===== src/common/ssp_consts.svh =====
// Constants for the serial port control and two-wire master sequencer.
// Assumes a 32-bit APB slave, one word per register, byte addresses below.
// What this block does
// - Byte arriving into full buffer sets overflow, except in SPI master modes.
// - Enable bit hands clock/data pins to port.
// - SPI clock idles at polarity bit level.
// - Two-wire slave: polarity zero stretches clock low.
// - Modes 0000/0001/0010: SPI master, divide 4/16/64.
// - Mode 0101: SPI slave, select pin unused.
// - Modes 0111/1111: ten-bit slave, optional start/stop events.
// - Mode 1000: two-wire master, reload-timed clock.
// - Mode 1011: firmware two-wire master, slave idle.
// - Master buffer write on busy bus collides.
// - Slave buffer write while shifting collides.
// - Start: load rate, both high, drive data.
// - After start, one period, clear start bit.
// - Lines low or clock low aborts start.
// - Buffer write during sequence ignored, collision set.
// - Sequence bits locked until start completes.
// - Acknowledge holds clock low, drives ack bit.
// - Acknowledge: period, release, period, low, idle.
// - Stop: drive data low with clock low.
// - Data low: period, release clock, period, data.
// - Stop seen: flag, then period, event flag.
`ifndef SSP_CONSTS_SVH
`define SSP_CONSTS_SVH
`define SSP_A_BUF 8'h00
`define SSP_A_RATE 8'h04
`define SSP_A_STAT 8'h08
`define SSP_A_CON1 8'h0c
`define SSP_A_CON2 8'h10
`define SSP_A_EVT 8'h14
`define SSP_CON1_RST 8'h00
`define SSP_B_WRITE_COLLISION_FLAG 7
`define SSP_B_OV 6
`define SSP_B_EN 5
`define SSP_B_CKP 4
`define SSP_B_ACK_DATA_BIT 5
`define SSP_B_ACK_SEQUENCE_ENABLE 4
`define SSP_B_RCEN 3
`define SSP_B_PEN 2
`define SSP_B_SEN 0
`define SSP_B_STOP 4
`define SSP_B_START 3
`define SSP_B_BF 0
`define SSP_B_IF 0
`define SSP_B_BCOL 1
`define SSP_M_SPI4 4'h0
`define SSP_M_SPI16 4'h1
`define SSP_M_SPI64 4'h2
`define SSP_M_SPIS_SS 4'h4
`define SSP_M_SPIS 4'h5
`define SSP_M_I2CS7 4'h6
`define SSP_M_I2CS10 4'h7
`define SSP_M_I2CM 4'h8
`define SSP_M_I2CFW 4'hb
`define SSP_M_I2CS7I 4'he
`define SSP_M_I2CS10I 4'hf
`define SSP_H4 6'h02
`define SSP_H16 6'h08
`define SSP_H64 6'h20
`endif


===== src/common/ssp_pkg.sv =====
// Types shared by the serial port block.
// Assumes ssp_consts.svh supplies the register and mode constants; the state codes are defined here.
`default_nettype none
package ssp_pkg;
    typedef enum logic [11:0] {
        S_IDLE = 12'h001, S_STW = 12'h002, S_STH = 12'h004, S_ACL = 12'h008,
        S_ACH = 12'h010, S_SPL = 12'h020, S_SPC = 12'h040, S_SPD = 12'h080,
        S_SPW = 12'h100, S_SPE = 12'h200, S_RXL = 12'h400, S_RXH = 12'h800
    } ssp_state_e;
    typedef struct packed {
        logic scl_o;
        logic scl_oe;
        logic sda_o;
        logic sda_oe;
        logic sdo;
    } ssp_pins_s;
endpackage : ssp_pkg
`default_nettype wire


===== src/rtl/ssp_i2c_master.sv =====
// Serial port control, SPI shifter and two-wire master sequencer.
// Assumes an APB master, open-drain pin pads outside and 10 MHz i_sys_clk.
//
// The APB slave port and the address map were chosen for this implementation.
`timescale 1ns/100ps
`default_nettype none
`include "ssp_consts.svh"
module ssp_i2c_master (
    // Clock and reset
    input wire logic i_sys_clk,
    input wire logic i_nrst,
    // APB slave
    input wire logic i_psel,
    input wire logic i_penable,
    input wire logic i_pwrite,
    input wire logic [7:0] i_paddr,
    input wire logic [31:0] i_pwdata,
    output logic [31:0] o_prdata,
    output logic o_pready,
    output logic o_pslverr,
    // Bus pins
    input wire logic i_scl,
    input wire logic i_sda,
    output ssp_pkg::ssp_pins_s o_pins,
    // Mode and event status
    output logic o_port_owned,
    output logic o_ss_used,
    output logic o_addr10,
    output logic o_ss_irq_en,
    output logic o_event
);
    logic [1:0] pin_raw;
    logic [1:0] pin_s;
    logic scl_s, sda_s;
    ssp_pkg::ssp_state_e st_reg, st_next;
    logic [7:0] buf_reg, rx_sh_reg, spi_sh_reg;
    logic [6:0] rate_reg, brg_reg;
    logic [3:0] mode_reg;
    logic [2:0] rx_cnt_reg;
    logic [4:0] spi_cnt_reg;
    logic [5:0] spi_div_reg, half;
    logic bf_reg, write_collision_flag_reg, ov_reg, en_reg, ckp_reg;
    logic ack_data_bit_reg, ack_sequence_enable_reg, rcen_reg, pen_reg, sen_reg;
    logic start_reg, stop_reg, if_reg, bcol_reg;
    logic scl_drv_reg, sda_drv_reg, scl_next, sda_next;
    logic spi_busy_reg, spi_clk_reg, spi_samp_reg, sck_prev_reg;
    logic acc, wr, rd, wr_buf, wr_con1, wr_con2, wr_evt, rd_buf;
    logic i2cm, i2cs, spim, spis, seq_busy, buf_ok, write_collision_flag_set;
    logic tick, hold, brg_load, spi_edge, spi_done, rx_done, byte_in;
    logic set_start, set_stop, set_bcol, set_if, rx_bit;
    logic clr_sen, clr_ack_sequence_enable, clr_pen, clr_rcen;
    logic [7:0] rx_byte, spi_byte;

    // A change counts only once the second and third stages agree.
    assign pin_raw = {i_sda, i_scl};
    generate
        for (genvar g = 0; g < 2; g++) begin : g_sync
            logic [2:0] sync_reg;
            logic level_reg;
            always_ff @(posedge i_sys_clk or negedge i_nrst) begin
                if (!i_nrst) begin
                    sync_reg <= 3'h7;
                    level_reg <= 1'b1;
                end else begin
                    sync_reg <= {sync_reg[1:0], pin_raw[g]};
                    if (sync_reg[1] == sync_reg[2]) begin
                        level_reg <= sync_reg[2];
                    end
                end
            end
            assign pin_s[g] = level_reg;
        end
    endgenerate
    assign scl_s = pin_s[0];
    assign sda_s = pin_s[1];

    // Mode decode.
    assign spim = en_reg && (mode_reg == `SSP_M_SPI4 || mode_reg == `SSP_M_SPI16 ||
                             mode_reg == `SSP_M_SPI64);
    assign spis = en_reg && (mode_reg == `SSP_M_SPIS || mode_reg == `SSP_M_SPIS_SS);
    assign i2cm = en_reg && (mode_reg == `SSP_M_I2CM || mode_reg == `SSP_M_I2CFW);
    assign i2cs = en_reg && (mode_reg == `SSP_M_I2CS7 || mode_reg == `SSP_M_I2CS10 ||
                             mode_reg == `SSP_M_I2CS7I || mode_reg == `SSP_M_I2CS10I);

    // APB decode; the access completes on the single cycle with pready high.
    assign acc = i_psel && i_penable && o_pready;
    assign wr = acc && i_pwrite;
    assign rd = acc && !i_pwrite;
    assign wr_buf = wr && i_paddr == `SSP_A_BUF;
    assign rd_buf = rd && i_paddr == `SSP_A_BUF;
    assign wr_con1 = wr && i_paddr == `SSP_A_CON1;
    assign wr_con2 = wr && i_paddr == `SSP_A_CON2;
    assign wr_evt = wr && i_paddr == `SSP_A_EVT;

    // Buffer writes are refused while the bus or the shifter is busy.
    assign seq_busy = st_reg != ssp_pkg::S_IDLE || sen_reg || pen_reg || ack_sequence_enable_reg || rcen_reg;
    assign buf_ok = wr_buf && !(i2cm && seq_busy) && !((spim || spis) && spi_busy_reg);
    assign write_collision_flag_set = wr_buf && !buf_ok;

    // Rate generator: held at reload while waiting on a line level.
    assign hold = ((st_reg == ssp_pkg::S_ACH || st_reg == ssp_pkg::S_RXH) && !scl_s) ||
                  st_reg == ssp_pkg::S_SPL || st_reg == ssp_pkg::S_SPW;
    assign tick = st_reg != ssp_pkg::S_IDLE && brg_reg == 7'h00 && !hold;
    assign brg_load = hold || st_next != st_reg;
    always_ff @(posedge i_sys_clk or negedge i_nrst) begin
        if (!i_nrst) begin
            brg_reg <= 7'h00;
        end else if (brg_load) begin
            brg_reg <= rate_reg;
        end else if (st_reg != ssp_pkg::S_IDLE) begin
            brg_reg <= (brg_reg == 7'h00) ? rate_reg : brg_reg - 7'h01;
        end
    end

    // Sequencer.
    always_comb begin
        st_next = st_reg;
        scl_next = scl_drv_reg;
        sda_next = sda_drv_reg;
        {set_start, set_stop, set_bcol, set_if, rx_bit, rx_done} = 6'h00;
        {clr_sen, clr_ack_sequence_enable, clr_pen, clr_rcen} = 4'h0;
        case (st_reg)
            ssp_pkg::S_IDLE: begin
                if (sen_reg) begin
                    if (!scl_s && !sda_s) begin
                        set_bcol = 1'b1;
                        clr_sen = 1'b1;
                    end else if (scl_s && sda_s) begin
                        st_next = ssp_pkg::S_STW;
                    end
                end else if (ack_sequence_enable_reg) begin
                    scl_next = 1'b1;
                    sda_next = !ack_data_bit_reg;
                    st_next = ssp_pkg::S_ACL;
                end else if (pen_reg) begin
                    sda_next = 1'b1;
                    st_next = ssp_pkg::S_SPL;
                end else if (rcen_reg) begin
                    scl_next = 1'b1;
                    sda_next = 1'b0;
                    st_next = ssp_pkg::S_RXL;
                end
            end
            ssp_pkg::S_STW: begin
                if (!scl_s || (tick && !sda_s)) begin
                    set_bcol = 1'b1;
                    clr_sen = 1'b1;
                    sda_next = 1'b0;
                    st_next = ssp_pkg::S_IDLE;
                end else if (tick) begin
                    sda_next = 1'b1;
                    set_start = 1'b1;
                    st_next = ssp_pkg::S_STH;
                end
            end
            ssp_pkg::S_STH: begin
                if (tick) begin
                    clr_sen = 1'b1;
                    st_next = ssp_pkg::S_IDLE;
                end
            end
            ssp_pkg::S_ACL: begin
                if (tick) begin
                    scl_next = 1'b0;
                    st_next = ssp_pkg::S_ACH;
                end
            end
            ssp_pkg::S_ACH: begin
                if (tick) begin
                    scl_next = 1'b1;
                    clr_ack_sequence_enable = 1'b1;
                    st_next = ssp_pkg::S_IDLE;
                end
            end
            ssp_pkg::S_SPL: begin
                if (!sda_s) begin
                    st_next = ssp_pkg::S_SPC;
                end
            end
            ssp_pkg::S_SPC: begin
                if (tick) begin
                    scl_next = 1'b0;
                    st_next = ssp_pkg::S_SPD;
                end
            end
            ssp_pkg::S_SPD: begin
                if (tick) begin
                    sda_next = 1'b0;
                    st_next = ssp_pkg::S_SPW;
                end
            end
            ssp_pkg::S_SPW: begin
                if (sda_s && scl_s) begin
                    set_stop = 1'b1;
                    st_next = ssp_pkg::S_SPE;
                end
            end
            ssp_pkg::S_SPE: begin
                if (tick) begin
                    clr_pen = 1'b1;
                    set_if = 1'b1;
                    st_next = ssp_pkg::S_IDLE;
                end
            end
            ssp_pkg::S_RXL: begin
                if (tick) begin
                    scl_next = 1'b0;
                    st_next = ssp_pkg::S_RXH;
                end
            end
            ssp_pkg::S_RXH: begin
                if (tick) begin
                    scl_next = 1'b1;
                    rx_bit = 1'b1;
                    rx_done = rx_cnt_reg == 3'h7;
                    clr_rcen = rx_done;
                    st_next = rx_done ? ssp_pkg::S_IDLE : ssp_pkg::S_RXL;
                end
            end
            default: begin
                st_next = ssp_pkg::S_IDLE;
            end
        endcase
        // Leaving master mode drops the bus at once.
        if (!i2cm) begin
            st_next = ssp_pkg::S_IDLE;
            scl_next = 1'b0;
            sda_next = 1'b0;
        end
    end

    always_ff @(posedge i_sys_clk or negedge i_nrst) begin
        if (!i_nrst) begin
            st_reg <= ssp_pkg::S_IDLE;
            scl_drv_reg <= 1'b0;
            sda_drv_reg <= 1'b0;
        end else begin
            st_reg <= st_next;
            scl_drv_reg <= scl_next;
            sda_drv_reg <= sda_next;
        end
    end

    // Two-wire receive shifter.
    assign rx_byte = {rx_sh_reg[6:0], sda_s};
    always_ff @(posedge i_sys_clk or negedge i_nrst) begin
        if (!i_nrst) begin
            rx_sh_reg <= 8'h00;
            rx_cnt_reg <= 3'h0;
        end else if (st_reg == ssp_pkg::S_IDLE) begin
            rx_cnt_reg <= 3'h0;
        end else if (rx_bit) begin
            rx_sh_reg <= rx_byte;
            rx_cnt_reg <= rx_cnt_reg + 3'h1;
        end
    end

    // SPI shifter; master clocks from the divider, slave from the clock pin.
    always_comb begin
        case (mode_reg)
            `SSP_M_SPI16: half = `SSP_H16;
            `SSP_M_SPI64: half = `SSP_H64;
            default: half = `SSP_H4;
        endcase
    end
    assign spi_edge = (spim && spi_busy_reg && spi_div_reg == half - 6'h01) ||
                      (spis && scl_s != sck_prev_reg);
    assign spi_done = spi_edge && spi_cnt_reg == 5'h0f;
    assign spi_byte = {spi_sh_reg[6:0], spi_samp_reg};
    always_ff @(posedge i_sys_clk or negedge i_nrst) begin
        if (!i_nrst) begin
            spi_busy_reg <= 1'b0;
            spi_clk_reg <= 1'b0;
            spi_samp_reg <= 1'b0;
            spi_sh_reg <= 8'h00;
            spi_cnt_reg <= 5'h00;
            spi_div_reg <= 6'h00;
            sck_prev_reg <= 1'b1;
        end else begin
            sck_prev_reg <= scl_s;
            if (!(spim || spis)) begin
                spi_busy_reg <= 1'b0;
                spi_cnt_reg <= 5'h00;
            end else if (buf_ok) begin
                spi_sh_reg <= i_pwdata[7:0];
                spi_busy_reg <= spim;
                spi_cnt_reg <= 5'h00;
                spi_div_reg <= 6'h00;
            end else if (spi_edge) begin
                spi_div_reg <= 6'h00;
                spi_busy_reg <= !spi_done;
                spi_cnt_reg <= spi_done ? 5'h00 : spi_cnt_reg + 5'h01;
                if (spim) begin
                    spi_clk_reg <= !spi_clk_reg;
                end
                if (!spi_cnt_reg[0]) begin
                    spi_samp_reg <= sda_s;
                end else begin
                    spi_sh_reg <= spi_byte;
                end
            end else if (spi_busy_reg) begin
                spi_div_reg <= spi_div_reg + 6'h01;
            end
            // An idle master clock rests at the polarity level.
            if (!spi_busy_reg) begin
                spi_clk_reg <= ckp_reg;
            end
        end
    end

    // Buffer and full flag; a byte that meets a full buffer is dropped.
    assign byte_in = rx_done || spi_done;
    always_ff @(posedge i_sys_clk or negedge i_nrst) begin
        if (!i_nrst) begin
            buf_reg <= 8'h00;
            bf_reg <= 1'b0;
        end else begin
            if (buf_ok) begin
                buf_reg <= i_pwdata[7:0];
            end else if (byte_in && !bf_reg) begin
                buf_reg <= rx_done ? rx_byte : spi_byte;
            end
            bf_reg <= byte_in || (bf_reg && !rd_buf);
        end
    end

    // Control one; hardware sets win over software clears.
    always_ff @(posedge i_sys_clk or negedge i_nrst) begin
        if (!i_nrst) begin
            {write_collision_flag_reg, ov_reg, en_reg, ckp_reg, mode_reg} <= `SSP_CON1_RST;
        end else begin
            write_collision_flag_reg <= write_collision_flag_set || (wr_con1 ? i_pwdata[`SSP_B_WRITE_COLLISION_FLAG] : write_collision_flag_reg);
            ov_reg <= (byte_in && bf_reg && (rx_done || spis)) ||
                      (wr_con1 ? i_pwdata[`SSP_B_OV] : ov_reg);
            if (wr_con1) begin
                en_reg <= i_pwdata[`SSP_B_EN];
                ckp_reg <= i_pwdata[`SSP_B_CKP];
                mode_reg <= i_pwdata[3:0];
            end
        end
    end

    // Control two, rate reload, status and events.
    always_ff @(posedge i_sys_clk or negedge i_nrst) begin
        if (!i_nrst) begin
            {ack_data_bit_reg, ack_sequence_enable_reg, rcen_reg, pen_reg, sen_reg} <= 5'h00;
            rate_reg <= 7'h00;
        end else begin
            if (wr && i_paddr == `SSP_A_RATE) begin
                rate_reg <= i_pwdata[6:0];
            end
            if (wr_con2) begin
                ack_data_bit_reg <= i_pwdata[`SSP_B_ACK_DATA_BIT];
            end
            // The low sequence bits stay locked while a start is pending.
            if (wr_con2 && !sen_reg) begin
                ack_sequence_enable_reg <= i_pwdata[`SSP_B_ACK_SEQUENCE_ENABLE];
                rcen_reg <= i_pwdata[`SSP_B_RCEN];
                pen_reg <= i_pwdata[`SSP_B_PEN];
                sen_reg <= i_pwdata[`SSP_B_SEN];
            end
            if (clr_sen || !i2cm) sen_reg <= 1'b0;
            if (clr_ack_sequence_enable || !i2cm) ack_sequence_enable_reg <= 1'b0;
            if (clr_pen || !i2cm) pen_reg <= 1'b0;
            if (clr_rcen || !i2cm) rcen_reg <= 1'b0;
        end
    end

    always_ff @(posedge i_sys_clk or negedge i_nrst) begin
        if (!i_nrst) begin
            {start_reg, stop_reg, if_reg, bcol_reg} <= 4'h0;
        end else begin
            start_reg <= en_reg && (set_start || (start_reg && !set_stop));
            stop_reg <= en_reg && (set_stop || (stop_reg && !set_start));
            if_reg <= set_if || byte_in || (wr_evt ? i_pwdata[`SSP_B_IF] : if_reg);
            bcol_reg <= set_bcol || (wr_evt ? i_pwdata[`SSP_B_BCOL] : bcol_reg);
        end
    end

    // APB answer is prepared in the setup cycle, so every access takes two.
    always_ff @(posedge i_sys_clk or negedge i_nrst) begin
        if (!i_nrst) begin
            o_prdata <= 32'h0000_0000;
            o_pready <= 1'b0;
            o_pslverr <= 1'b0;
        end else begin
            o_pready <= i_psel && !i_penable;
            o_pslverr <= 1'b0;
            if (i_psel && !i_penable) begin
                o_prdata <= 32'h0000_0000;
                case (i_paddr)
                    `SSP_A_BUF: o_prdata[7:0] <= buf_reg;
                    `SSP_A_RATE: o_prdata[6:0] <= rate_reg;
                    `SSP_A_STAT: o_prdata[7:0] <= {3'h0, stop_reg, start_reg, 2'h0, bf_reg};
                    `SSP_A_CON1: o_prdata[7:0] <= {write_collision_flag_reg, ov_reg, en_reg, ckp_reg, mode_reg};
                    `SSP_A_CON2: o_prdata[7:0] <= {2'h0, ack_data_bit_reg, ack_sequence_enable_reg, rcen_reg,
                                                   pen_reg, 1'b0, sen_reg};
                    `SSP_A_EVT: o_prdata[1:0] <= {bcol_reg, if_reg};
                    default: o_pslverr <= 1'b1;
                endcase
            end
        end
    end

    // Pin ownership and drive; two-wire lines are open drain, drive means low.
    always_ff @(posedge i_sys_clk or negedge i_nrst) begin
        if (!i_nrst) begin
            o_pins <= '0;
            {o_port_owned, o_ss_used, o_addr10, o_ss_irq_en, o_event} <= 5'h00;
        end else begin
            o_pins <= '0;
            o_port_owned <= en_reg;
            o_ss_used <= en_reg && mode_reg == `SSP_M_SPIS_SS;
            o_addr10 <= en_reg && (mode_reg == `SSP_M_I2CS10 ||
                                   mode_reg == `SSP_M_I2CS10I);
            o_ss_irq_en <= en_reg && mode_reg == `SSP_M_I2CS10I;
            o_event <= if_reg;
            if (spim) begin
                o_pins.scl_o <= spi_clk_reg;
                o_pins.scl_oe <= 1'b1;
                o_pins.sdo <= spi_sh_reg[7];
            end else if (spis) begin
                o_pins.sdo <= spi_sh_reg[7];
            end else if (i2cs) begin
                o_pins.scl_oe <= !ckp_reg;
            end else if (i2cm) begin
                o_pins.scl_oe <= scl_drv_reg;
                o_pins.sda_oe <= sda_drv_reg;
            end
        end
    end
endmodule : ssp_i2c_master
`default_nettype wire


===== config.mk =====
export PLATFORM = sky130hd
export DESIGN_NAME = ssp_i2c_master
export DESIGN_NICKNAME = d
export VERILOG_FILES = /design/src/common/ssp_pkg.sv /design/src/rtl/ssp_i2c_master.sv
export VERILOG_INCLUDE_DIRS = /design/src /design/src/common
export SDC_FILE = /design/constraint.sdc
export NUM_CORES = 1
export LEC_CHECK = 0
export BUFFER_PORTS_ARGS = -buffer_cell sky130_fd_sc_hd__buf_2
export CORE_MARGIN = 2
export CORE_UTILIZATION = 35
export DETAILED_ROUTE_END_ITERATION = 8
export PLACE_DENSITY = 0.5
export SLEW_MARGIN = 20
export SYNTH_ARGS = -nofsm -noshare
export SYNTH_HDL_FRONTEND = slang
export SYNTH_SLANG_ARGS = --single-unit

===== constraint.sdc =====
create_clock -name i_sys_clk -period 4.5 [get_ports i_sys_clk]
set_input_delay 0.9 -clock i_sys_clk [delete_from_list [all_inputs] [get_ports i_sys_clk]]
set_output_delay 0.9 -clock i_sys_clk [all_outputs]
set_load 0.02 [all_outputs]

# Word level (Yosys, flattened, before mapping)
# Index checks and enable logic that the tools add are counted.
# op_classes
eq_ne,50
muxes,104
add_sub_neg,5
n_reduce_logical,117
bitwise,3
# op_table
op,count
12-bit two-way mux,17
12-bit case mux with 10 select lines,1
1-bit two-way mux,59
8-bit two-way mux,6
1-bit logical AND,42
1-bit logical OR,33
5-bit case mux with 5 select lines,1
7-bit two-way mux,3
5-bit two-way mux,4
1-bit logical NOT,18
6-bit two-way mux,3
2-bit nonzero test,9
"4-bit by 3-bit == test with 1-bit output, second input constant",4
"4-bit == test, second input constant",4
"8-bit by 4-bit == test with 1-bit output, second input constant",2
"8-bit by 5-bit == test with 1-bit output, second input constant",2
"12-bit by 1-bit == test with 1-bit output, second input constant",1
"12-bit by 10-bit == test with 1-bit output, second input constant",1
"12-bit by 11-bit == test with 1-bit output, second input constant",1
"12-bit == test, second input constant",1
"12-bit by 2-bit == test with 1-bit output, second input constant",1
"12-bit by 3-bit == test with 1-bit output, second input constant",1
"12-bit by 4-bit == test with 1-bit output, second input constant",1
"12-bit by 5-bit == test with 1-bit output, second input constant",1
46 further kinds,63
# word_totals
out_inout_bits,44
wordCells,325
ff_bits,114

# Logic depth before layout (Yosys ltp)
# Gate-level depths: netlist of run 1.
# logic_depth
depth_word,15
depth_mapped,14
mapped_depth_nobuf,11

# Worst setup path before layout of run 1
# Ideal clock, no wire load.
# synth_timing
path_kind,in2reg
start,input i_paddr[7]
end,register spi_sh_reg[6]
required_ps,4423
t_arrival_ps,2975
path_buffers,2
setup_time_ps,77
cell_stages,9
path_slack_ps,1447
cell_sequence,or4_1 or3_1 nor3_2 o2111a_1 buf_4 o21a_1 buf_2 nor2_1 a21oi_1
# synth_via
elab_chain_cells,6
word_cells_on_any_way,8
# synth_rtl
element,line,text
"start, declared",ssp_i2c_master.sv:16,"input wire logic [7:0] i_paddr,"
8-bit logical NOT (*),n/a,
1-bit logical AND (no source line) (*),n/a,
1-bit logical AND (*) (2 in a row),ssp_i2c_master.sv:97,assign buf_ok = wr_buf && !(i2cm && seq_busy) && !((spim || spis) && spi_busy_reg);
2-bit nonzero test (no source line),n/a,
3-bit AND reduction (no source line),n/a,
"end signal, assigned",ssp_i2c_master.sv:285,spi_sh_reg <= i_pwdata[7:0];
"end signal, assigned",ssp_i2c_master.sv:299,spi_sh_reg <= spi_byte;
"end, declared",ssp_i2c_master.sv:36,"logic [7:0] buf_reg, rx_sh_reg, spi_sh_reg;"
# Every way passes the cells marked *; elsewhere a longest branch is shown, timed or not.
# A chain may end at the register's enable or synchronous reset.

# Worst setup path in the final report of run 1
# layout_timing
start,register st_reg[3]
end,register buf_reg[7]
# layout_via
elab_chain_cells,12
word_cells_on_any_way,28
# layout_rtl
element,line,text
"start, declared",ssp_i2c_master.sv:35,"ssp_pkg::ssp_state_e st_reg, st_next;"
"start signal, assigned",ssp_i2c_master.sv:234,st_reg <= ssp_pkg::S_IDLE;
"start signal, assigned",ssp_i2c_master.sv:238,st_reg <= st_next;
12-bit by 5-bit == test with 1-bit output / 12-bit == test (equally long branches),"ssp_i2c_master.sv:101, ssp_i2c_master.sv:122",
1-bit logical OR,ssp_i2c_master.sv:101,assign hold = ((st_reg == ssp_pkg::S_ACH || st_reg == ssp_pkg::S_RXH) && !scl_s) ||
1-bit logical AND,ssp_i2c_master.sv:101,
1-bit logical OR,ssp_i2c_master.sv:101,
1-bit logical OR,ssp_i2c_master.sv:102,st_reg == ssp_pkg::S_SPL || st_reg == ssp_pkg::S_SPW;
1-bit logical NOT,ssp_i2c_master.sv:103,assign tick = st_reg != ssp_pkg::S_IDLE && brg_reg == 7'h00 && !hold;
1-bit logical AND,ssp_i2c_master.sv:103,
1-bit two-way mux,ssp_i2c_master.sv:212,if (tick) begin
1-bit two-way mux,ssp_i2c_master.sv:122,case (st_reg)
8-bit two-way mux / 1-bit logical OR (equally long branches),"ssp_i2c_master.sv:321, ssp_i2c_master.sv:312",
8-bit two-way mux / 1-bit logical AND (equally long branches),ssp_i2c_master.sv:320,end else if (byte_in && !bf_reg) begin
8-bit two-way mux / 2-bit nonzero test (equally long branches),n/a,
"end signal, assigned",ssp_i2c_master.sv:319,buf_reg <= i_pwdata[7:0];
"end signal, assigned",ssp_i2c_master.sv:321,buf_reg <= rx_done ? rx_byte : spi_byte;
"end, declared",ssp_i2c_master.sv:36,
# Parallel ways exist; a longest one is shown, timed or not. The select of a mux whose other input is x is not followed.

==> PnR_summary.wiki, run 1 <==
{| class="wikitable"
! Metric !! Value
|-
| Cell count after synthesis || 702
|-
| Setup Viol. Count Final || 0
|-
| Worst Path Max Fanout || 18
|-
| Global routing usage summed across all routing layers || 19.5%
|-
| Core area || 18,100 µm²
|-
| Worst path cell trace || nor4_4 > and4_2 > nor2b_1 > o21ai_2 > nor2_1 > buf_4 > nand2_1 > a21oi_1 > nor2_2 > nor3_1 > a221o_1
|-
| Detail Placement HPWL || 13.4 mm
|-
| First-pass GRT wire length || 30.1 mm
|-
| Peak supply drop || 0.270 mV
|-
| Routed wirelength normalized by instance count || 18.9 µm
|-
| CTS resizes || 0
|-
| Critical path buffers and inverters || 1
|-
| Worst Setup Slack post-DPL || 0.770 ns
|-
| H-Tree Level Count || 4
|-
| CP max stage delay || 0.60 ns
|-
| Proportion of synthesized chip area in sequential cells || 43.9%
|-
| Total power divided by cell area || 341 nW/µm²
|-
| Setup total negative slack || 0 ns
|-
| Number of flops mapped to enable cells by yosys || 0
|-
| Antenna viol nets, final || 0
|-
| Required arrival time at the worst endpoint || 4.80 ns
|-
| Inst Count DP || 941
|-
| Flip-flop cell with the highest count after synthesis || dfrtp_1
|-
| Cell area after synthesis || 6520 µm²
|-
| Hold bufs inserted after CTS || 0
|-
| P&R area growth vs syn || 13.2%
|-
| Area occupied by multi-input gates || 3290 µm²
|-
| Count of yosys warnings during synthesis || 0
|-
| Cts bufs inserted || 17
|-
| Distinct cells, synth || 83
|-
| Final weighted congestion in routability-driven placement || 0.927
|-
| Die boundary height || 141 µm
|-
| Layout Utilization || 40.7%
|-
| Via count || 5,479
|-
| Setup repair after global routing missed its margin || false
|-
| Net total in the final layout || 784
|-
| Hold violation count in the final report || 0
|-
| IO Count || 91
|-
| WP data arrival || 4.07 ns
|-
| Startpoint type of the worst setup path || flip-flop
|-
| Min cycle time layout || 3.77 ns
|-
| Family with the most delay on the worst path || simple AND/OR/NAND/NOR gates
|-
| Number of max-slew violations in the final report || 0
|-
| Die Span X || 141 µm
|-
| Routed wire length || 18.3 mm
|-
| Number of violations of the max-capacitance limit || 0
|-
| FILL cells || 1,839
|-
| Type of the worst setup path || reg2reg
|-
| Average via count per standard cell || 5.63
|-
| Number of buffers on the longest clock path || 2
|-
| Post-layout instance count excluding filler cells || 973
|-
| Fraction of the cycle the final worst path needs || 83.8%
|-
| Antenna violations before repair || 0
|-
| Initial core utilization || 35.9%
|-
| Slew at the pin with the worst max-slew slack || 0.975 ns
|-
| Sink Count || 114
|-
| Length of the first detailed-routing pass in iterations || 5
|-
| Proportion of synthesized flip-flops having asynchronous set or reset || 100%
|-
| Setup bufs post-CTS || 0
|-
| Number of global-route vias before repair || 5,374
|-
| Critical Path Sink Type || flip-flop
|-
| Clock latency reported for the late side of the worst-skew pair || 0.42 ns
|-
| Largest net degree at the start of global routing || 73
|-
| Worst rel slew slack || 34.7%
|-
| Area of all sequential standard cells || 2870 µm²
|-
| TritonCTS clock tree || done
|-
| Run status || complete, no violations
|-
| Clk slew on worst S/H paths || 0.06 ns
|-
| Fraction of layout instances using a drive strength above 1 || 19.0%
|-
| Highest clock rate || 265 MHz
|-
| Critical Path Slowest Stage Cell || nor4_4
|-
| Synthesis-stage register bit count || 114
|-
| Initial drt markers || 451
|-
| DRC violations left || 0
|-
| Number of buffer cells added on primary ports || 41
|-
| Gr ovfl total || 0
|-
| Die Area || 19,700 µm²
|-
| Clk_skew || 0.00956 ns
|-
| Root buffer cell || clkbuf_16
|-
| Lkg Pwr || 3.24 nW
|-
| Setup slack after layout || 0.728 ns
|-
| Number of inserted diodes || 0
|-
| Worst-case hold slack || 0.356 ns
|-
| Type of the worst min-delay path || reg2reg
|-
| Placement Rows || 49
|-
| Average footprint of a synthesized cell || 9.29 µm²
|-
| Flip-flop count of the largest register after layout || 12
|}
[worst register-to-register path: stages (launching register included)]
cell and delay (ns):
dfrtp_1 0.51, nor4_4 0.61, and4_2 0.40, nor2b_1 0.10, o21ai_2 0.34, nor2_1 0.14
buf_4 0.24, nand2_1 0.37, a21oi_1 0.15, nor2_2 0.45, nor3_1 0.10, a221o_1 0.27
[path summary, 6_finish.rpt]
kind	endpoint	cells after the start	slack, ns	from
min in group asynchronous	st_reg[8]	1	0.62	i_nrst
min reg2reg	g_sync[1].sync_reg[1]	0	0.36	g_sync[1].sync_reg[0]
max reg2reg	buf_reg[7]	11	0.73	st_reg[3]
max in group asynchronous	spi_clk_reg	2	3.11	i_nrst
max	buf_reg[7]	11	0.73	st_reg[3]
min	g_sync[1].sync_reg[1]	0	0.36	g_sync[1].sync_reg[0]
[Yosys cell counts (all sizes together), types with 10 or more instances]
master,count,area (µm²)
dfstp,10,263
clkbuf,15,56.3
nand2,77,292
nor2b,13,81.3
o21ai,52,264
nor3,17,95.1
nand4,14,109
buf,50,350
inv,13,48.8
and3,12,76.3
nand3,32,165
a21oi,53,273
dfrtp,104,2600
mux2,24,270
nor2,72,273
mux2i,18,180
[layout by cell type, fill, tap and decap left out, drive strengths merged, types with 5 or more instances in the layout]
cell type	n
and2	7
nor2	72
mux2	24
and3	12
conb	25
nor4	8
ha	6
clkbuf	20
a31oi	5
nand4	14
dfrtp	104
o21ai	52
buf	51
inv	15
mux2i	18
dfstp	10
xor2	5
nor3	17
a221oi	6
a21o	5
clkinv	6
or3	6
nor2b	13
a21oi	53
nand3	32
nand2	77
[power by group]
| group | leakage (nW) | internal, mW | total [mW] | switching, mW |
|---|---|---|---|---|
| clock | 0.293 | 0.859 | 1.35 | 0.496 |
| sequential | 1.50 | 1.04 | 1.06 | 0.0154 |
| combinational | 1.46 | 0.0246 | 0.105 | 0.0809 |
| total | 3.24 | 1.93 | 2.52 | 0.593 |
[per-stage QoR]
| stage | total power, mW | cell area [µm²] |
|---|---|---|
| CTS | 2.55 | 7380 |
| detailed placement | 1.18 | 6790 |
| global placement | 1.18 | 6790 |
| floorplan | 1.14 | 6610 |
| finish | 2.52 | 7380 |
| global route | 2.61 | 7380 |
[cell type report]
type	instances	area share (%)
multi-input combinational	534	44.6
timing repair buffer	51	4.00
clock inverter	12	1.76
sequential	114	38.8
tap	229	3.88
inverter	13	0.661
clock buffer	20	6.32
[kinds of logic after synthesis]
kind of cell    count (synthesis)  synth area share [%]
simple gates                  282                  22.4
fa+ha+maj                       8                  1.46
xor+xnor                        7                 0.940
compound gates                168                  16.7
flops                         114                  43.9
other cells                     1                0.0575
buf+inv                        78                  6.98
mux                            44                  7.60
[metal layers]
layer / vias to the layer above / wire (µm) / track usage, %
li1: 2556 / - / -
met1: 2725 / 9070 / 29.0
met2: 174 / 7990 / 28.3
met3: 24 / 980 / 4.48
met4: 0 / 310 / 5.95
met5: - / 0 / 0
(Power assumes the default switching activity.)
==> run 2, diff against run 1 <==
Settings changed: PLACE_DENSITY 0.5 to 0.52.
Clock period 4.5 ns to 3.2 ns, I/O delays scaled along.
==> run 2 against run 1 <==
- largest cell class unchanged
- critical path depth shrank 1
- core utilization grew 2.2 points
- register-to-register slack lost 0.57 ns
- wire length grew 3.8%
- combinational power grew 57%
- maximum frequency grew 24%
==> PnR_summary.wiki, run 2 (same netlist as run 1, synthesis figures left out) <==
{| class="wikitable"
! Metric !! Value
|-
| Run status || complete, no violations
|-
| Type of the worst min-delay path || in2async
|-
| DRC violations left || 0 (unchanged)
|-
| Min cycle time layout || 3.04 ns (-0.734 ns)
|-
| Required arrival time at the worst endpoint || 3.50 ns (-1.30 ns)
|-
| Number of violations of the max-capacitance limit || 0 (unchanged)
|-
| Antenna viol nets, final || 0 (unchanged)
|-
| Type of the worst setup path || reg2reg
|-
| Final weighted congestion in routability-driven placement || 0.928 (+0.13%)
|-
| Worst rel slew slack || 46.4% (+12 points)
|-
| Fraction of the cycle the final worst path needs || 94.9% (+11 points)
|-
| Fraction of layout instances using a drive strength above 1 || 24.0% (+5.1 points)
|-
| Die Span X || 141 µm (unchanged)
|-
| Number of inserted diodes || 0 (unchanged)
|-
| WP data arrival || 3.34 ns (-0.73 ns)
|-
| Area of all sequential standard cells || 2870 µm² (unchanged)
|-
| Post-layout instance count excluding filler cells || 1,020 (+4.8%)
|-
| Detail Placement HPWL || 14.0 mm (+4.3%)
|-
| Root buffer cell || clkbuf_16
|-
| Worst Path Max Fanout || 5 (-13)
|-
| Clock latency reported for the late side of the worst-skew pair || 0.42 ns (about the same)
|-
| Initial core utilization || 35.9% (unchanged)
|-
| Highest clock rate || 329 MHz (+24%)
|-
| Setup Viol. Count Final || 0 (unchanged)
|-
| Initial drt markers || 520 (+15%)
|-
| Inst Count DP || 984 (+4.6%)
|-
| Placement Rows || 49 (unchanged)
|-
| Lkg Pwr || 3.49 nW (+7.5%)
|-
| Global routing usage summed across all routing layers || 19.9% (+0.34 points)
|-
| Critical path buffers and inverters || 1 (unchanged)
|-
| Die Area || 19,700 µm² (unchanged)
|-
| Average via count per standard cell || 5.56 (-1.2%)
|-
| Critical Path Slowest Stage Cell || dfrtp_1
|-
| Startpoint type of the worst setup path || flip-flop
|-
| Core area || 18,100 µm² (unchanged)
|-
| Flip-flop count of the largest register after layout || 12 (unchanged)
|-
| Worst path cell trace || nor4_4 > buf_4 > and2_1 > and4b_1 > nand2_2 > a221oi_2 > mux2i_1 > nor4_2 > nand3_1 > a211o_1
|-
| CP max stage delay || 0.46 ns (-0.14 ns)
|-
| Clk_skew || 0.00990 ns (+0.000340 ns)
|-
| Routed wirelength normalized by instance count || 18.7 µm (-0.99%)
|-
| Via count || 5,672 (+3.5%)
|-
| Sink Count || 114 (unchanged)
|-
| Final standard cell area without fillers || 7780 µm² (+5.4%)
|-
| Antenna violations before repair || 0 (unchanged)
|-
| Slew at the pin with the worst max-slew slack || 0.798 ns (-0.178 ns)
|-
| Routed wire length || 19.0 mm (+3.8%)
|-
| Largest net degree at the start of global routing || 54 (-26%)
|-
| Cts bufs inserted || 17 (unchanged)
|-
| Family with the most delay on the worst path || simple AND/OR/NAND/NOR gates
|-
| FILL cells || 1,788 (-2.8%)
|-
| Number of max-slew violations in the final report || 0 (unchanged)
|-
| IO Count || 91 (unchanged)
|-
| Hold violation count in the final report || 0 (unchanged)
|-
| H-Tree Level Count || 4 (unchanged)
|-
| First-pass GRT wire length || 30.5 mm (+1.2%)
|-
| Length of the first detailed-routing pass in iterations || 5 (unchanged)
|-
| Total power divided by cell area || 463 nW/µm² (+36%)
|-
| Placed Instance Area || 7120 µm² (+4.9%)
|-
| Most common cell after layout, fill and taps aside || dfrtp_1
|-
| Net total in the final layout || 831 (+6.0%)
|-
| Number of global-route vias before repair || 5,517 (+2.7%)
|-
| Clk slew on worst S/H paths || 0.06 ns (about the same)
|-
| Number of buffer cells added on primary ports || 41 (unchanged)
|-
| Setup total negative slack || 0 ns (unchanged)
|-
| TritonCTS clock tree || done
|-
| P&R area growth vs syn || 19.4%
|-
| Area occupied by multi-input gates || 3320 µm² (+0.87%)
|-
| Most frequent cells in the layout || dfrtp_1 (104), nand2_1 (76), nor2_1 (70)
|-
| Critical Path Sink Type || flip-flop
|-
| Setup repair after global routing missed its margin || false
|-
| Peak supply drop || 0.408 mV (+51%)
|-
| Die boundary height || 141 µm (unchanged)
|-
| Number of buffers on the longest clock path || 2 (unchanged)
|-
| Gr ovfl total || 0 (unchanged)
|}
[run 2: final timing paths]
kind / end / depth (start not counted) / slack, ns / from
setup / recovery: brg_reg[0] / 10 / 0.16 / st_reg[6]
hold / removal: st_reg[11] / 1 / 0.22 / i_nrst
setup reg to reg: brg_reg[0] / 10 / 0.16 / st_reg[6]
hold reg to reg: g_sync[0].sync_reg[1] / 0 / 0.35 / g_sync[0].sync_reg[0]
max in group asynchronous: sck_prev_reg / 2 / 2.18 / i_nrst
min in group i_sys_clk: g_sync[1].sync_reg[0] / 1 / 0.33 / i_sda
[run 2: per-layer routing]
| metal | part of all wire (%) | routed length, µm | track usage, % |
|---|---|---|---|
| met5 | 0 | 0 | 0 |
| met4 | 1.5 | 277 | 6.63 |
| met3 | 5.2 | 983 | 3.28 |
| met2 | 44 | 8410 | 29.3 |
| met1 | 49 | 9370 | 29.7 |
[run 2: metrics by stage]
| step | hold slack (ns) | setup slack (ns) | power, mW | util [%] |
|---|---|---|---|---|
| CTS | 0.243 | 0.123 | 3.63 | 42.6 |
| global placement | 0.350 | 0.142 | 1.67 | 39.3 |
| global route | 0.255 | 0.00760 | 3.72 | 42.9 |
| finish | 0.222 | 0.162 | 3.60 | 42.9 |
| floorplan | 0.344 | 0.407 | 1.60 | - |
| detailed placement | 0.350 | 0.141 | 1.67 | 39.3 |
[run 2: power by group]
group	internal (mW)	leakage [nW]	switching, mW
clock	1.25	0.295	0.709
combinational	0.0393	1.70	0.126
sequential	1.47	1.50	0.0131
total	2.75	3.49	0.848
[run 2: worst reg2reg max path, stage by stage (launching register included)]
cell	delay, ns
dfrtp_1	0.46
nor4_4	0.45
buf_4	0.18
and2_1	0.13
and4b_1	0.33
nand2_2	0.15
a221oi_2	0.30
mux2i_1	0.11
nor4_2	0.30
nand3_1	0.20
a211o_1	0.32
[run 2: final cells by class]
cell class / count / share of cell area (%)
Clock buffer: 20 / 5.74
Clock inverter: 12 / 2.01
Inverter: 13 / 0.627
Multi-Input combinational cell: 534 / 42.7
Sequential cell: 114 / 36.8
Tap cell: 229 / 3.68
Timing Repair Buffer: 98 / 8.49
[run 2: what timing repair did]
item	CTS	global route
setup buffers	0	4
hold buffers	0	0
endpoints found under the setup margin	0	8
gates resized for setup	0	5
==> run 3, diff against run 2 <==
Settings changed: ABC_AREA set to 1, HOLD_SLACK_MARGIN set to 0.1, SETUP_SLACK_MARGIN set to 0.2.
==> run 3 against run 2 <==
- sequential power about the same
- critical endpoint is now brg_reg[3]
- maximum frequency increased by 7.8%
- sequential share of layout area is 1.9 points lower
- largest power group unchanged
- total power down 1.2%
- non-clock buffer count decreased by 22
- combinational power fell by 21%
- clock power is essentially flat
==> PnR_summary.wiki, run 3 <==
{| class="wikitable"
! Metric !! Value
|-
| Run status || complete, no violations
|-
| Worst path cell trace || or2_2 > nor2_4 > nand2_4 > a21oi_4 > nand3_4 > buf_6 > buf_4 > nand2_1 > nand2_1 > nand2_1 > nand4_1 > nand2_1 > nand3_2 > nor2_4 > nand3_4 > nand2_1 > nand2_1 > nand2_1
|-
| Die boundary height || 144 µm (+2.3%)
|-
| Count of yosys warnings during synthesis || 0 (unchanged)
|-
| Slew at the pin with the worst max-slew slack || 0.525 ns (-0.272 ns)
|-
| Initial core utilization || 35.4% (-0.56 points)
|-
| P&R area growth vs syn || 20.2%
|-
| Flip-flop count of the largest register after layout || 12 (unchanged)
|-
| Proportion of synthesized flip-flops having asynchronous set or reset || 100% (unchanged)
|-
| WP data arrival || 3.17 ns (-0.17 ns)
|-
| Most frequent cells in the layout || nand2_1 (225), inv_1 (105), dfrtp_1 (98)
|-
| Most frequent cell after synthesis || nand2_1
|-
| Post-synth top area share || 38.0% (-1.9 points)
|-
| Family with the most delay on the worst path || simple AND/OR/NAND/NOR gates
|-
| Critical Path Most Common Cell || nand2_1
|-
| Core area || 19,300 µm² (+6.5%)
|-
| Setup total negative slack || 0 ns (unchanged)
|-
| Overall power || 3.56 mW (-1.2%)
|-
| Compound-Gate Fraction of Synth Area || 13.6% (-3.0 points)
|-
| Dominant combinational cell family by area after synthesis || simple AND/OR/NAND/NOR gates
|-
| Average via count per standard cell || 4.97 (-11%)
|-
| Total power divided by cell area || 433 nW/µm² (-6.4%)
|-
| Length of the first detailed-routing pass in iterations || 6 (+1)
|-
| Cell area after synthesis || 6840 µm² (+4.9%)
|-
| Clk slew on worst S/H paths || 0.06 ns (about the same)
|-
| Initial drt markers || 515 (-0.96%)
|-
| Post-synthesis xor/xnor area fraction || 1.54% (+0.60 points)
|-
| Number of flops mapped to enable cells by yosys || 0 (unchanged)
|-
| Antenna violations before repair || 0 (unchanged)
|-
| Multiplexer area fraction after synthesis || 1.15% (-6.4 points)
|-
| Clock latency reported for the late side of the worst-skew pair || 0.42 ns (about the same)
|-
| Type of the worst setup path || reg2reg
|-
| Die Span X || 144 µm (+2.3%)
|-
| Most common cell after layout, fill and taps aside || nand2_1
|-
| Detail Placement HPWL || 14.6 mm (+4.3%)
|-
| Hold bufs inserted after CTS || 0 (unchanged)
|-
| Largest net degree at the start of global routing || 61 (+13%)
|-
| Dominant cells by area after synthesis || dfrtp_1 (38%), nand2_1 (12%), inv_1 (5.8%)
|-
| Sink Count || 114 (unchanged)
|-
| Worst rel slew slack || 65.0% (+19 points)
|-
| Type of the worst min-delay path || in2async
|-
| IO Count || 91 (unchanged)
|-
| Critical Path Slowest Stage Cell || dfrtp_1
|-
| H-Tree Level Count || 4 (unchanged)
|-
| Global routing usage summed across all routing layers || 19.7% (-0.19 points)
|-
| Routed wirelength normalized by instance count || 15.7 µm (-16%)
|-
| Proportion of synthesized chip area in sequential cells || 41.9% (-2.0 points)
|-
| Via count || 6,225 (+9.7%)
|-
| Setup Viol. Count Final || 0 (unchanged)
|-
| Average footprint of a synthesized cell || 7.63 µm² (-18%)
|-
| Leading area contributor after synthesis || dfrtp_1
|-
| Die Area || 20,700 µm² (+4.8%)
|-
| Cts bufs inserted || 17 (unchanged)
|-
| Antenna viol nets, final || 0 (unchanged)
|-
| Number of buffer cells added on primary ports || 41 (unchanged)
|-
| Reg-to-reg setup timing slack || 0.38 ns (+0.22 ns)
|-
| Worst Path Max Fanout || 8 (+3)
|-
| Number of max-slew violations in the final report || 0 (unchanged)
|-
| Fraction of layout instances using a drive strength above 1 || 19.7% (-4.4 points)
|-
| Net total in the final layout || 1,027 (+24%)
|-
| Area share of fa/ha/maj cells after synthesis || 1.39% (-0.068 points)
|-
| Fraction of the cycle the final worst path needs || 88.1% (-6.9 points)
|-
| Clk_skew || 0.0160 ns (+0.00609 ns)
|-
| Critical path buffers and inverters || 2 (+1)
|-
| DRC violations left || 0 (unchanged)
|-
| Gr ovfl total || 0 (unchanged)
|-
| Startpoint type of the worst setup path || flip-flop
|-
| Inst Count DP || 1,204 (+22%)
|-
| Root buffer cell || clkbuf_16
|-
| Lkg Pwr || 4.19 nW (+20%)
|-
| Number of violations of the max-capacitance limit || 0 (unchanged)
|-
| Layout Utilization || 42.5% (-0.38 points)
|-
| Min cycle time layout || 2.82 ns (-0.221 ns)
|-
| Routed wire length || 19.7 mm (+3.5%)
|-
| Flip-flop cell with the highest count after synthesis || dfrtp_1
|-
| Final weighted congestion in routability-driven placement || 0.949 (+2.2%)
|-
| CP max stage delay || 0.41 ns (-0.05 ns)
|-
| Cell count after synthesis || 897 (+28%)
|-
| TritonCTS clock tree || done
|-
| Simple-gate share of the synthesized area || 30.0% (+7.6 points)
|-
| Number of global-route vias before repair || 5,691 (+3.2%)
|-
| Placement Rows || 51 (+4.1%)
|-
| Highest clock rate || 355 MHz (+7.8%)
|-
| Required arrival time at the worst endpoint || 3.55 ns (+0.05 ns)
|-
| Number of inserted diodes || 0 (unchanged)
|-
| First-pass GRT wire length || 31.2 mm (+2.4%)
|-
| Hold violation count in the final report || 0 (unchanged)
|-
| Critical Path Sink Type || flip-flop
|-
| Distinct cells, synth || 55 (-34%)
|-
| Setup repair after global routing missed its margin || true
|-
| Post-layout instance count excluding filler cells || 1,252 (+23%)
|-
| Ranking of synthesized cells by instance count || nand2_1 (227), inv_1 (105), dfrtp_1 (104)
|-
| Synthesis-stage register bit count || 114 (unchanged)
|-
| Peak supply drop || 0.362 mV (-11%)
|-
| Number of buffers on the longest clock path || 2 (unchanged)
|}
==> run 3: report_power, final <==
group / switching (mW) / internal (mW)
Clock: 0.720 / 1.23
Sequential: 0.0154 / 1.46
Combinational: 0.103 / 0.0288
==> run 3: logic make-up after synthesis <==
group / Yosys count
fa+ha+maj: 8
flops: 114
mux: 7
other cells: 1
buf+inv: 158
simple gates: 446
compound gates: 151
xor+xnor: 12
==> run 3: cell type report <==
| type | count | area, µm² |
|---|---|---|
| clock buffer | 17 | 425 |
| clock inverter | 15 | 184 |
| fill | 1998 | 11100 |
| inverter | 115 | 437 |
| multi-input combinational | 650 | 3450 |
| sequential | 114 | 2870 |
| tap | 265 | 332 |
| timing repair buffer | 76 | 524 |
==> run 3: path summary, 6_finish.rpt <==
kind / to / cells after the start / startpoint
min in group i_sys_clk: g_sync[0].sync_reg[0] / 1 / i_scl
worst min register to register: g_sync[1].sync_reg[1] / 0 / g_sync[1].sync_reg[0]
worst min-delay path: st_reg[7] / 1 / i_nrst
worst max-delay path: brg_reg[3] / 18 / brg_reg[5]
worst max register to register: brg_reg[3] / 18 / brg_reg[5]
max in group asynchronous: st_reg[3] / 2 / i_nrst
==> run 3: through the flow <==
step / setup slack, ns / instance area, µm² / hold slack [ns]
after CTS: 0.204 / 7970 / 0.203
final: 0.382 / 8220 / 0.185
after detailed placement: 0.214 / 7360 / 0.348
after global routing: 0.140 / 8220 / 0.226
after floorplan: 0.729 / 6930 / 0.344
after global placement: 0.227 / 7360 / 0.349
==> run 3: layer usage <==
metal  global-route usage (%)  part of all wire, %
met1                     27.8                   47
met3                     3.17                  4.1
met4                     5.73                  1.5
met2                     31.1                   48
met5                        0                    0
==> run 3: repair_timing <==
action,in CTS,in global routing
endpoints found under the setup margin,0,15
gates resized for setup,0,29
setup buffers,0,15
